**src/design/ocr_pkg.sv**
```systemverilog
// constants, codes and the register map of the oscillator control block
// What this block does
// - control bit 4 switches the pll on, clearing it switches it off
// - control bit 3 starts the external source chosen by the type field
// - control bits 2,1,0 enable the 32.768khz, 32mhz and 2mhz oscillators
// - after reset the 2mhz oscillator runs and its enable reads one
// - status bit 4 sets once the pll has locked
// - status bit 3 sets once the external source has stabilised
// - status bits 2..0 report rc stability, read-only, reset 0
// - band field 7:6 picks crystal range 0.4-2, 2-9, 9-12, 12-16 mhz
// - config bit 5 puts the watch crystal into reduced-swing low power
// - config bit 4 raises the drive current of the main crystal
// - type 0000 external clock 6 cycles, 0010 watch crystal 16k cycles
// - types 0011, 0111, 1011 main crystal with 256, 1k, 16k cycles
// - type field is frozen while the external source is system clock
// - fault bit 3 sets on pll lock loss when watched, write one clears
// - with fault bit 2 set a pll fault flag requests an nmi
// - fault bit 1 sets on external clock failure when watched, w1c
// - fault bit 0 starts the external monitor; only reset clears it
// - both watch enables change only through the protected write sequence
// - trim register loads a factory value on the first edge after reset release and stays writable
// - pll bits 7:6 pick input 00 2mhz, 10 32mhz, 11 external
// - pll bit 5 halves the pll output
// - pll bits 4:0 hold the multiplier, one to thirty-one
// - failure of the system clock source falls back to 2mhz with nmi
package ocr_pkg;
	// register offsets
	localparam logic [3:0] OFF_ENABLE = 4'h0;
	localparam logic [3:0] OFF_STATUS = 4'h1;
	localparam logic [3:0] OFF_EXTCFG = 4'h2;
	localparam logic [3:0] OFF_FAULT = 4'h3;
	localparam logic [3:0] OFF_TRIM = 4'h4;
	localparam logic [3:0] OFF_PLL = 4'h5;
	// reset values and writable masks
	localparam logic [7:0] ENABLE_RESET = 8'h01;
	localparam logic [7:0] ENABLE_MASK = 8'h1f;
	localparam logic [7:0] EXTCFG_RESET = 8'h00;
	localparam logic [7:0] PLL_RESET = 8'h00;
	localparam logic [7:0] TRIM_RESET = 8'h00;
	// field positions
	localparam int BIT_PLL = 4;
	localparam int BIT_EXT = 3;
	localparam int BIT_PLL_FLAG = 3;
	localparam int BIT_PLL_WATCH = 2;
	localparam int BIT_EXT_FLAG = 1;
	localparam int BIT_EXT_WATCH = 0;
	// system clock selection codes seen on the select input
	localparam logic [2:0] SEL_XOSC = 3'h3;
	localparam logic [2:0] SEL_PLL = 3'h4;
	// external source type codes
	localparam logic [3:0] TYPE_EXTCLK = 4'h0;
	localparam logic [3:0] TYPE_WATCH = 4'h2;
	localparam logic [3:0] TYPE_XTAL_256 = 4'h3;
	localparam logic [3:0] TYPE_XTAL_1K = 4'h7;
	localparam logic [3:0] TYPE_XTAL_16K = 4'hb;
	localparam logic [1:0] PLL_SRC_RESERVED = 2'h1;
	// start-up counts in source clock cycles
	localparam int START_EXTCLK = 6;
	localparam int START_256 = 256;
	localparam int START_1K = 1024;
	localparam int START_16K = 16384;
	// failure monitor timeout: no source edge for this long
	localparam int CLK_PERIOD_NS = 4;
	localparam int EXT_FAIL_TIME_NS = 100000;
	localparam int EXT_FAIL_CYCLES = EXT_FAIL_TIME_NS / CLK_PERIOD_NS;
	// external source start-up machine
	typedef enum logic [1:0] {
		EXT_OFF = 2'b00,
		EXT_STARTING = 2'b01,
		EXT_READY = 2'b10
	} ocr_ext_state_t;
endpackage : ocr_pkg

```
**src/design/ocr_oscillator_control_regs.sv**
```systemverilog
// oscillator enable, status, fault monitor and trim register block
//
// Strobed register access was decided locally.
`timescale 1ns/1ps
module ocr_oscillator_control_regs
	import ocr_pkg::*;
#(
	parameter int XTAL_16K_CYCLES = START_16K,
	parameter int FAIL_CYCLES = EXT_FAIL_CYCLES
)
(
	// clock and reset
	input wire logic clk,
	input wire logic reset_n,
	// register port
	input wire logic [3:0] addr,
	input wire logic [7:0] wrData,
	input wire logic wrStrobe,
	input wire logic rdStrobe,
	output logic [7:0] rdData,
	// system context, same clock domain
	input wire logic [2:0] sysClkSel,
	input wire logic ccpOpen,
	input wire logic [7:0] factoryTrim,
	// analog status pins, asynchronous
	input wire logic pllLockRaw,
	input wire logic extClkRaw,
	input wire logic [2:0] rcStableRaw,
	// oscillator enables
	output logic pllOn,
	output logic extSourceOn,
	output logic slowRcOn,
	output logic fastRcOn,
	output logic baseRcOn,
	// external oscillator settings and slow rc trim
	output logic [1:0] crystalBand,
	output logic watchCrystalLowSwing,
	output logic crystalHighDrive,
	output logic [3:0] extSourceType,
	output logic [7:0] slowRcTrimValue,
	// pll settings
	output logic [1:0] pllInputSelect,
	output logic pllHalfOutput,
	output logic [4:0] pllMultiplier,
	// fault reporting
	output logic nmiRequest,
	output logic fallbackRequest
);

	typedef struct packed {
		logic [4:0] sync1;
		logic [4:0] sync2;
		logic [4:0] sync3;
		logic [4:0] filt;
		logic extPrev;
		logic [7:0] enable;
		logic [1:0] band;
		logic lowSwing;
		logic highDrive;
		logic [3:0] extType;
		logic [7:0] trim;
		logic trimLoaded;
		logic [1:0] pll_input_select;
		logic pllHalf;
		logic [4:0] pllMult;
		logic pll_locked_flag;
		logic [2:0] rcRdy;
		ocr_ext_state_t extState;
		logic [15:0] startCnt;
		logic [15:0] gapCnt;
		logic pllWatch;
		logic pllFlag;
		logic extWatch;
		logic extFlag;
		logic nmi;
		logic fallback;
		logic [7:0] rdData;
	} ocr_state_t;

	ocr_state_t st_ff;
	ocr_state_t nxt_st;

	logic extEdge;
	logic pllFailEv;
	logic extFailEv;
	logic [15:0] startLimit;
	logic [7:0] readByte;

	// decode shared by the write and read paths
	function automatic logic regHit(input logic [3:0] a,
		input logic [3:0] off);
		regHit = (a == off);
	endfunction : regHit

	// start-up length for each source type, unknown codes get the 16k crystal count
	function automatic logic [15:0] startupCount(input logic [3:0] t);
		case (t)
			TYPE_EXTCLK: startupCount = 16'(START_EXTCLK);
			TYPE_WATCH: startupCount = 16'(XTAL_16K_CYCLES);
			TYPE_XTAL_256: startupCount = 16'(START_256);
			TYPE_XTAL_1K: startupCount = 16'(START_1K);
			TYPE_XTAL_16K: startupCount = 16'(XTAL_16K_CYCLES);
			default: startupCount = 16'(XTAL_16K_CYCLES);
		endcase
	endfunction : startupCount

	// failure events; the monitors only act while watched
	// >= so a monitor switched on late still catches a long-dead source
	always_comb
	begin
		extEdge = st_ff.filt[1] & ~st_ff.extPrev;
		startLimit = startupCount(st_ff.extType);
		pllFailEv = st_ff.pllWatch & st_ff.pll_locked_flag & st_ff.enable[BIT_PLL]
			& ~st_ff.filt[0];
		extFailEv = st_ff.extWatch & (st_ff.extState == EXT_READY)
			& ~extEdge
			& (st_ff.gapCnt >= 16'(FAIL_CYCLES - 1));
	end

	// read mux, reserved bits read as zero
	always_comb
	begin
		readByte = 8'h00;
		if (regHit(addr, OFF_ENABLE))
			readByte = st_ff.enable;
		else if (regHit(addr, OFF_STATUS))
			readByte = {3'h0, st_ff.pll_locked_flag, st_ff.extState == EXT_READY,
				st_ff.rcRdy};
		else if (regHit(addr, OFF_EXTCFG))
			readByte = {st_ff.band, st_ff.lowSwing, st_ff.highDrive,
				st_ff.extType};
		else if (regHit(addr, OFF_FAULT))
			readByte = {4'h0, st_ff.pllFlag, st_ff.pllWatch, st_ff.extFlag,
				st_ff.extWatch};
		else if (regHit(addr, OFF_TRIM))
			readByte = st_ff.trim;
		else if (regHit(addr, OFF_PLL))
			readByte = {st_ff.pll_input_select, st_ff.pllHalf, st_ff.pllMult};
	end

	// next state of the whole block
	always_comb
	begin
		nxt_st = st_ff;
		// pin synchronisers: a change counts once stages two and three agree
		nxt_st.sync1 = {rcStableRaw, extClkRaw, pllLockRaw};
		nxt_st.sync2 = st_ff.sync1;
		nxt_st.sync3 = st_ff.sync2;
		for (int i = 0; i < 5; i++)
		begin
			if (st_ff.sync2[i] == st_ff.sync3[i])
				nxt_st.filt[i] = st_ff.sync3[i];
		end
		nxt_st.extPrev = st_ff.filt[1];

		// factory trim is taken on the first edge after reset release
		if (!st_ff.trimLoaded)
		begin
			nxt_st.trim = factoryTrim;
			nxt_st.trimLoaded = 1'b1;
		end

		// register writes; reserved bits are never stored
		if (wrStrobe)
		begin
			if (regHit(addr, OFF_ENABLE))
				nxt_st.enable = wrData & ENABLE_MASK;
			if (regHit(addr, OFF_EXTCFG))
			begin
				nxt_st.band = wrData[7:6];
				nxt_st.lowSwing = wrData[5];
				nxt_st.highDrive = wrData[4];
				// retyping a running system clock source would kill it
				if (sysClkSel != SEL_XOSC)
					nxt_st.extType = wrData[3:0];
			end
			if (regHit(addr, OFF_FAULT))
			begin
				if (wrData[BIT_PLL_FLAG])
					nxt_st.pllFlag = 1'b0;
				if (wrData[BIT_EXT_FLAG])
					nxt_st.extFlag = 1'b0;
				if (ccpOpen)
				begin
					nxt_st.pllWatch = wrData[BIT_PLL_WATCH];
					// the external monitor can only be switched on
					nxt_st.extWatch = st_ff.extWatch
						| wrData[BIT_EXT_WATCH];
				end
			end
			if (regHit(addr, OFF_TRIM))
				nxt_st.trim = wrData;
			if (regHit(addr, OFF_PLL))
			begin
				// the reserved input code leaves the old choice in place
				if (wrData[7:6] != PLL_SRC_RESERVED)
					nxt_st.pll_input_select = wrData[7:6];
				nxt_st.pllHalf = wrData[5];
				nxt_st.pllMult = wrData[4:0];
			end
		end

		// failures: fallback if it was the system clock, else just stop it
		nxt_st.fallback = 1'b0;
		if (pllFailEv)
		begin
			nxt_st.pllFlag = 1'b1;
			if (sysClkSel == SEL_PLL)
			begin
				nxt_st.enable = ENABLE_RESET;
				nxt_st.fallback = 1'b1;
			end
			else
				nxt_st.enable[BIT_PLL] = 1'b0;
		end
		if (extFailEv)
		begin
			nxt_st.extFlag = 1'b1;
			if (sysClkSel == SEL_XOSC)
			begin
				nxt_st.enable = ENABLE_RESET;
				nxt_st.fallback = 1'b1;
			end
			else
				nxt_st.enable[BIT_EXT] = 1'b0;
		end
		// a pll loss seen while watched also clears the pll enable
		if (pllFailEv)
			nxt_st.enable[BIT_PLL] = 1'b0;

		// ready flags follow the enable and the stable pins
		nxt_st.pll_locked_flag = st_ff.enable[BIT_PLL] & st_ff.filt[0]
			& ~pllFailEv;
		for (int i = 0; i < 3; i++)
			nxt_st.rcRdy[i] = st_ff.enable[i] & st_ff.filt[i + 2];

		// external start-up counts edges of the source itself
		case (st_ff.extState)
			EXT_OFF:
			begin
				nxt_st.startCnt = 16'h0000;
				nxt_st.gapCnt = 16'h0000;
				if (st_ff.enable[BIT_EXT])
					nxt_st.extState = EXT_STARTING;
			end
			EXT_STARTING:
			begin
				if (!st_ff.enable[BIT_EXT])
					nxt_st.extState = EXT_OFF;
				else if (st_ff.startCnt >= startLimit)
					nxt_st.extState = EXT_READY;
				else if (extEdge)
					nxt_st.startCnt = st_ff.startCnt + 16'h0001;
			end
			EXT_READY:
			begin
				if (!st_ff.enable[BIT_EXT] || extFailEv)
					nxt_st.extState = EXT_OFF;
				else if (extEdge)
					nxt_st.gapCnt = 16'h0000;
				else if (st_ff.gapCnt != 16'hffff)
					nxt_st.gapCnt = st_ff.gapCnt + 16'h0001;
			end
			default:
				nxt_st.extState = EXT_OFF;
		endcase

		// nmi level while a watched flag stands
		nxt_st.nmi = (nxt_st.pllFlag & nxt_st.pllWatch)
			| (nxt_st.extFlag & nxt_st.extWatch);
		// read data stand only in the cycle after the strobe
		nxt_st.rdData = rdStrobe ? readByte : 8'h00;
	end

	// state register
	always_ff @(posedge clk or negedge reset_n)
	begin
		if (!reset_n)
		begin
			st_ff <= '0;
			st_ff.enable <= ENABLE_RESET;
			st_ff.band <= EXTCFG_RESET[7:6];
			st_ff.extType <= EXTCFG_RESET[3:0];
			st_ff.trim <= TRIM_RESET;
			st_ff.pll_input_select <= PLL_RESET[7:6];
			st_ff.extState <= EXT_OFF;
		end
		else
			st_ff <= nxt_st;
	end

	// outputs straight from the state register
	assign rdData = st_ff.rdData;
	assign pllOn = st_ff.enable[BIT_PLL];
	assign extSourceOn = st_ff.enable[BIT_EXT];
	assign slowRcOn = st_ff.enable[2];
	assign fastRcOn = st_ff.enable[1];
	assign baseRcOn = st_ff.enable[0];
	assign crystalBand = st_ff.band;
	assign watchCrystalLowSwing = st_ff.lowSwing;
	assign crystalHighDrive = st_ff.highDrive;
	assign extSourceType = st_ff.extType;
	assign slowRcTrimValue = st_ff.trim;
	assign pllInputSelect = st_ff.pll_input_select;
	assign pllHalfOutput = st_ff.pllHalf;
	assign pllMultiplier = st_ff.pllMult;
	assign nmiRequest = st_ff.nmi;
	assign fallbackRequest = st_ff.fallback;
endmodule : ocr_oscillator_control_regs

```
**config.mk**
```make
export PLATFORM = sky130hd
export DESIGN_NAME = ocr_oscillator_control_regs
export DESIGN_NICKNAME = d
export VERILOG_FILES = /design/src/design/ocr_pkg.sv /design/src/design/ocr_oscillator_control_regs.sv
export SDC_FILE = /design/constraint.sdc
export NUM_CORES = 1
export LEC_CHECK = 0
export BUFFER_PORTS_ARGS = -buffer_cell sky130_fd_sc_hd__buf_4
export CAP_MARGIN = 20
export CORE_ASPECT_RATIO = 0.6
export CORE_MARGIN = 2
export CORE_UTILIZATION = 30
export CTS_BUF_LIST = sky130_fd_sc_hd__clkbuf_8
export DETAILED_ROUTE_END_ITERATION = 10
export PLACE_DENSITY_LB_ADDON = 0.12
export SETUP_SLACK_MARGIN = 0.05
export SYNTH_ARGS = -nofsm -noshare
export SYNTH_HDL_FRONTEND = slang
export SYNTH_SLANG_ARGS = --single-unit
```
**constraint.sdc**
```tcl
create_clock -name clk -period 3.3 [get_ports clk]
set_input_delay 0.165 -clock clk [delete_from_list [all_inputs] [get_ports clk]]
set_output_delay 0.165 -clock clk [all_outputs]
set_load 0.005 [all_outputs]
```
==> summary.md, run 1 <==
| Metric | Value |
|---|---|
| Syn. warnings | 0 |
| Final period utilization | 0.873 |
| Routed WL | 14100 microns |
| Leading post-synthesis cells by cell area | dfrtp_1, buf_4, mux2i_1 |
| Max-cap viol count | 0 |
| Fin Setup TNS | 0 ps |
| Wirelength per Cell | 17.6 microns |
| Mapped Cells | 513 |
| Vias per cell | 4.96 |
| Synth-to-Final Area Change | 15.8% |
| DRC violations left | 0 |
| Max VDD drop | 0.174 mV |
| Hold WC Path Type | input pin to flip-flop |
| Die Span Y | 106 microns |
| Root Buffer | clkbuf_8 |
| Simple-gate area share of the yosys netlist | 0.189 |
| Cell Rows | 37 |
| Share of cells above drive strength 1 | 0.205 |
| Clock insertion delay at the later pin of the skew report | 390 ps |
| Number of global-route vias before repair | 3896 |
| Sw Ratio | 0.301 |
| Fill count | 1763 |
| Slew HR | 0.357 |
| Clock skew | 16.2 ps |
| Clk buf depth | 2 |
| CP max FO | 17 |
| Power per standard cell area | 482 nW/um^2 |
| Number of synthesized flops with an enable pin | 0 |
| Die ar. | 18600 sq um |
| Fin crit period | 2880 ps |
| Top cell type's share of synthesized area | 0.501 |
| Reg2reg setup slack | 420 ps |
| First-pass GRT wire length | 22400 microns |
| Antenna diodes | 0 |
| I/O pins | 72 |
| Synth Area in Compound Gates | 0.141 |
| Max-slew violations | 0 |
| Placed cells | 776 |
| CP required | 3590 ps |
| Die Width | 175 microns |
| Clk slew on worst S/H paths | 110 ps |
| Endpoint class of the critical path | flip-flop |
| FF-to-FF path depth | 9 |
| Final setup vio count | 0 |
| Clock group share of total power | 0.275 |
| Initial DRC Count | 283 |
| Num Clock Sinks | 106 |
| Largest net degree at the start of global routing | 64 |
| Nets | 601 |
| Most frequent cells in the layout | dfrtp_1, buf_4, nor2_1, nand2_1, a21oi_1 |
| Mapped Area | 5240 sq um |
| XOR/XNOR Fraction of Synth Area | 0.00334 |
| Inserted Clock Buffers | 9 |
| Slew @ Worst Pin | 961 ps |
| Crit path to | st_ff[30] |
| Port-buffer cells | 71 |
| RSZ-0062 raised after global routing | no |
| Cell Count, Final, Fillers Out | 800 |
| Startpoint Class | flip-flop |
| Drt pass-1 iters | 4 |
| Post-synth ARST share | 1.00 |
| Worst R2R End | st_ff[30] |
| Adder-cell share of the synthesized area | 0.0262 |
| H-tree depth | 3 |
| Final hold vios | 0 |
| Final HPWL DP | 10300 microns |
| Seq/Total Area, Yosys | 0.506 |
| Launch point of the critical path | extSourceType[0] |
| Synth Register Bits | 106 |
| Area of the multi-input gates | 2250 sq um |
| GR Overflow Total | 0 |
| Net Count, Synth | 553 |
| Reg2reg start | extSourceType[0] |
| Reg area | 2650 sq um |
| CTS tree | done |
| Post-cts sizing count | 0 |
| Routed Antenna Nets | 0 |
| Ys flop type | dfrtp_1 |
| Initial antenna violation count | 0 |
| Initial Util | 0.306 |
| Mux contribution to synthesized area | 0.0687 |
| Reg power frac | 0.529 |
| Commonest non-fill, non-tap cell in the layout | dfrtp_1 |
| Routability Congestion | 0.785 |
| Net switching power | 0.880 mW |
| Arrival time of the worst setup path | 3170 ps |
| Type of the worst setup path | flip-flop to flip-flop |
| Core area | 17100 sq um |
| Total power | 2.93 mW |
| Synth unique cells | 58 |
| Area leader, netlist | dfrtp_1 |
| Combinational Power Share | 0.196 |
| Leakage | 2.78 nW |
| Fmax | 347 MHz |
| Internal cell power | 2.05 mW |
| Via count | 3970 |
| Total track usage | 0.158 |
| Largest family of logic cells by synthesized area | simple AND/OR/NAND/NOR gates |
| Avg Cell Area, Syn | 10.2 sq um |
| Outcome | complete, no violations |
synth_stat cells (all sizes together) (3+ instances only):
library cell	n
a21boi	4
nor2	46
buf	40
and3	14
mux2i	18
nand2b	5
a31oi	3
o21a	3
nor3	7
maj3	5
inv	11
nand4	7
o41ai	4
o32ai	3
a21o	3
nand2	45
a21oi	33
o31ai	5
or3	10
or4	4
and2	14
clkbuf	5
dfrtp	105
a22o	3
nand3	24
o211ai	7
o21ai	28
nor2b	3
mux2	16
ha	7
o22ai	3
per-stage QoR:
step / hold WS (ps) / area [sq um] / util / setup slack [ps]
after floorplan: -131 / 5240 / - / 837
after global placement: 214 / 5810 / 0.339 / 496
after detailed placement: 221 / 5810 / 0.339 / 461
after CTS: 20.7 / 6070 / 0.354 / 439
after global routing: 25.1 / 6070 / 0.355 / 116
final: 49.2 / 6070 / 0.355 / 420
timing repair:
action                                 in CTS  in global routing
buffers inserted                            0                  0
endpoints found under the hold margin      49                  0
hold buffers                                7                  0
power by group through the flow:
stage	registers (mW)	clock network (mW)	logic (mW)
6_report	1.55	0.805	0.574
5_1_grt	1.57	0.893	0.634
3_3_place_gp	1.57	0	0.559
3_5_place_dp	1.58	0	0.566
2_1_floorplan	1.52	0	0.372
4_1_cts	1.55	0.847	0.576
worst max-delay path, cell delays in order (launching register included):
cell and delay [ps]:
dfrtp_1 490, nor3_1 70, a21oi_1 110, nor2_1 50, ha_1 290, nor4b_1 540
o211ai_1 330, nand3_2 350, mux2_2 380, a22o_1 170
cell type report:
type | count | area share
Clock buffer | 10 | 0.0227
Clock inverter | 6 | 0.00844
Inverter | 11 | 0.00680
Multi-Input combinational cell | 351 | 0.371
Sequential cell | 106 | 0.437
Tap cell | 234 | 0.0482
Timing Repair Buffer | 82 | 0.106
per-layer routing:
layer,vias up,global-route usage,wire [microns]
li1,1910,-,-
met1,1970,0.254,7740
met2,85,0.202,5560
met3,5,0.0458,713
met4,0,0.0286,53
met5,-,0,0
how the worst min path moves through the flow:
stage | startpoint | endpoint | cells after the start
3_3_place_gp | reset_n | st_ff[88] | 1
5_1_grt | ccpOpen | st_ff[11] | 2
4_1_cts | wrData[6] | crystalBand[0] | 2
6_report | wrData[6] | crystalBand[0] | 2
3_5_place_dp | reset_n | st_ff[88] | 1
2_1_floorplan | reset_n | crystalBand[0] | 0
registers in the layout (all words and copies together) (netlist names):
register,count
baseRcOn,1
extSourceType,4
slowRcTrimValue,8
nmiRequest,1
slowRcOn,1
pllInputSelect,2
fallbackRequest,1
watchCrystalLowSwing,1
pllHalfOutput,1
st_ff,56
rdData,8
fastRcOn,1
nxt_st,11
crystalHighDrive,1
pllMultiplier,5
crystalBand,2
pllOn,1
extSourceOn,1
logic make-up (layout without fill, tap and decap cells):
family / after synthesis / in the layout
AND/OR/NAND/NOR: 193 / 193
AO/OA/AOI/OAI: 109 / 109
flip-flops: 106 / 106
buffers and inverters: 56 / 109
multiplexers: 34 / 34
adder cells (fa/ha/maj): 12 / 12
XOR/XNOR: 2 / 2
other: 1 / 1
(Power assumes the default switching activity.)
==> run 2, diff against run 1 <==
ABC_AREA = 1   (was default)
==> run 2 against run 1 <==
Power up 11%. First-iteration DRC count up 16%. Global-route usage is 0.26 points lower. Sequential power is 3% higher. Critical path type unchanged. Utilization barely moved.
==> summary.md, run 2 <==
| Metric | Value |
|---|---|
| Clock skew | 18.9 ps |
| Syn. warnings | 0 |
| Antenna diodes | 0 |
| Area leader, netlist | dfrtp_1 |
| Combinational Power Share | 0.241 |
| Post-CTS setup buffers | 0 |
| Synth Register Bits | 106 |
| Share of cells above drive strength 1 | 0.143 |
| Core area | 18000 sq um |
| Fin crit period | 2550 ps |
| Met1 WL | 7840 microns |
| Die ar. | 19500 sq um |
| Die Span Y | 109 microns |
| Synth unique cells | 42 |
| Total track usage | 0.155 |
| GR Overflow Total | 0 |
| CP max FO | 14 |
| Initial Util | 0.306 |
| First-pass GRT wire length | 23400 microns |
| Post-cts sizing count | 0 |
| Inserted Clock Buffers | 9 |
| I/O pins | 72 |
| Mapped Area | 5520 sq um |
| Ys flop type | dfrtp_1 |
| Clock group share of total power | 0.269 |
| Num Clock Sinks | 106 |
| Reg power frac | 0.490 |
| Number of synthesized flops with an enable pin | 0 |
| Initial DRC Count | 327 |
| Met2 wire length | 5640 microns |
| Buffers and inverters on the worst path | 2 |
| DRC violations left | 0 |
| CTS tree | done |
| Max-cap viol count | 0 |
| Dominant cell by count in the synthesized netlist | nand2_1 |
| Final Util | 0.355 |
| Mapped Cells | 686 |
| Slew HR | 0.461 |
| Outcome | complete, no violations |
| Placed cells | 959 |
| Hold WC Path Type | input pin to flip-flop |
| Routed Antenna Nets | 0 |
| Clk buf depth | 2 |
| Slew @ Worst Pin | 809 ps |
| Arrival time of the worst setup path | 2870 ps |
| Routed WL | 14300 microns |
| Via count | 4488 |
| Cell Count, Final, Fillers Out | 983 |
| Final setup vio count | 0 |
| Cell Rows | 38 |
| Worst path most repeated cell | nand2_1 |
| Met3 wire len | 635 microns |
| Avg Cell Area, Syn | 8.04 sq um |
| Nets | 778 |
| Final HPWL DP | 10600 microns |
| Max-slew violations | 0 |
| Post-synth ARST share | 1.00 |
| Max VDD drop | 0.206 mV |
| Delay-heaviest family, CP | simple AND/OR/NAND/NOR gates |
| Largest register by flop count | st_ff |
| Number of global-route vias before repair | 4324 |
| Worst-path cell chain | nor4_1, inv_1, o21ai_0, ha_1, nand2_1, o21ai_0, a21oi_1, nand3_1, nand2_1, buf_4, nand2_1, o21ai_1 |
| Slowest stage cell, crit path | dfrtp_1 |
| Root Buffer | clkbuf_8 |
| Type of the worst setup path | flip-flop to flip-flop |
| Clock insertion delay at the later pin of the skew report | 390 ps |
| Die Width | 179 microns |
| Max FFs per register | 56 |
| Final hold vios | 0 |
| Vias per cell | 4.57 |
| Drt pass-1 iters | 5 |
| Largest net degree at the start of global routing | 58 |
| Slowest Stage Delay on Critical Path | 450 ps |
| Initial antenna violation count | 0 |
| Net switching power | 1.16 mW |
| Post-Place Cell Area | 6110 sq um |
| CP required | 3610 ps |
| Net Count, Synth | 726 |
| Leading post-synthesis cells by cell area | dfrtp_1, nand2_1, nand3_1 |
| Synth-to-Final Area Change | 15.9% |
| Final period utilization | 0.774 |
| Fmax | 391 MHz |
| Top cell type's share of synthesized area | 0.476 |
| Clk slew on worst S/H paths | 120 ps |
| Internal cell power | 2.09 mW |
| Routability Congestion | 0.866 |
| RSZ-0062 raised after global routing | no |
| Port-buffer cells | 71 |
| Most frequent cells in the layout | nand2_1, dfrtp_1, nor2_1, buf_4, nand3_1 |
| Design Area, Final | 6400 sq um |
| Fin Setup TNS | 0 ps |
| Endpoint class of the critical path | flip-flop |
| Commonest non-fill, non-tap cell in the layout | nand2_1 |
| Startpoint Class | flip-flop |
| Fill count | 1907 |
| Seq/Total Area, Yosys | 0.481 |
| Power per standard cell area | 508 nW/um^2 |
| H-tree depth | 3 |
| Commonest cells in the netlist | nand2_1, dfrtp_1, nor2_1, nand3_1, inv_1 |
| Sw Ratio | 0.357 |
| Wirelength per Cell | 14.5 microns |
| Leakage | 3.11 nW |
| Top Layer Used | met4 |
[run 2: final cells by class]
cell class              count  area [sq um]  share of cell area
flip-flops and latches    106          2650               0.415
multi-input cells         471          2330               0.364
repair buffers             82           648               0.101
well taps                 240           300              0.0469
inverters                  68           255              0.0399
clock buffers               9           124              0.0194
clock inverters             7          83.8              0.0131
[run 2: logic make-up (layout without fill, tap and decap cells)]
| logic type | count (synthesis) | after routing | synth area share |
|---|---|---|---|
| AO/OA/AOI/OAI | 72 | 72 | 0.0710 |
| XOR/XNOR | 18 | 18 | 0.0286 |
| adder cells (fa/ha/maj) | 12 | 12 | 0.0249 |
| buffers and inverters | 109 | 166 | 0.0964 |
| flip-flops | 106 | 106 | 0.481 |
| multiplexers | 8 | 8 | 0.0145 |
| other | 1 | 1 | 0.000680 |
| AND/OR/NAND/NOR | 360 | 360 | 0.283 |
[run 2: timing repair]
| action | 4_1_cts | 5_1_grt |
|---|---|---|
| endpoints found under the setup margin | 0 | 0 |
| hold buffers | 8 | 0 |
| hold endpoints to repair | 63 | 0 |
[run 2: final timing paths]
check / startpoint / to / slack, ps / cells after the start
worst max-delay path: extSourceType[3] / st_ff[41] / 750 / 12
worst min-delay path: wrData[5] / slowRcTrimValue[5] / 30 / 3
worst max register to register: extSourceType[3] / st_ff[41] / 750 / 12
worst min register to register: nxt_st[97] / nxt_st[92] / 360 / 0
max in group asynchronous: reset_n / baseRcOn / 2100 / 3
min in group asynchronous: reset_n / nxt_st[97] / 400 / 2
[run 2: worst reg2reg max path: stages (launching register included)]
cell     delay [ps]
dfrtp_1         450
nor4_1          390
inv_1           110
o21ai_0         110
ha_1            280
nand2_1          90
o21ai_0          80
a21oi_1         200
nand3_1         130
nand2_1         230
buf_4           260
nand2_1          80
o21ai_1          80
[run 2: power by group through the flow]
| stage | clock (mW) | combinational (mW) | sequential (mW) |
|---|---|---|---|
| 2_1_floorplan | 0 | 0.535 | 1.56 |
| 3_3_place_gp | 0 | 0.773 | 1.61 |
| 3_5_place_dp | 0 | 0.786 | 1.62 |
| 4_1_cts | 0.908 | 0.795 | 1.59 |
| 5_1_grt | 0.968 | 0.889 | 1.61 |
| 6_report | 0.874 | 0.781 | 1.59 |
[run 2: per-stage QoR]
step | hold WS, ps | total power [mW] | setup slack (ps)
finish | 29.4 | 3.25 | 745
global route | 9.79 | 3.47 | 400
CTS | 2.95 | 3.29 | 719
detailed placement | 276 | 2.40 | 743
global placement | 277 | 2.38 | 872
floorplan | -131 | 2.10 | 1210
[run 2: routing by layer]
metal | vias to the layer above | GRT usage
met5 | - | 0
met4 | 0 | 0.0389
met1 | 2106 | 0.247
met3 | 13 | 0.0293
li1 | 2284 | -
met2 | 85 | 0.209
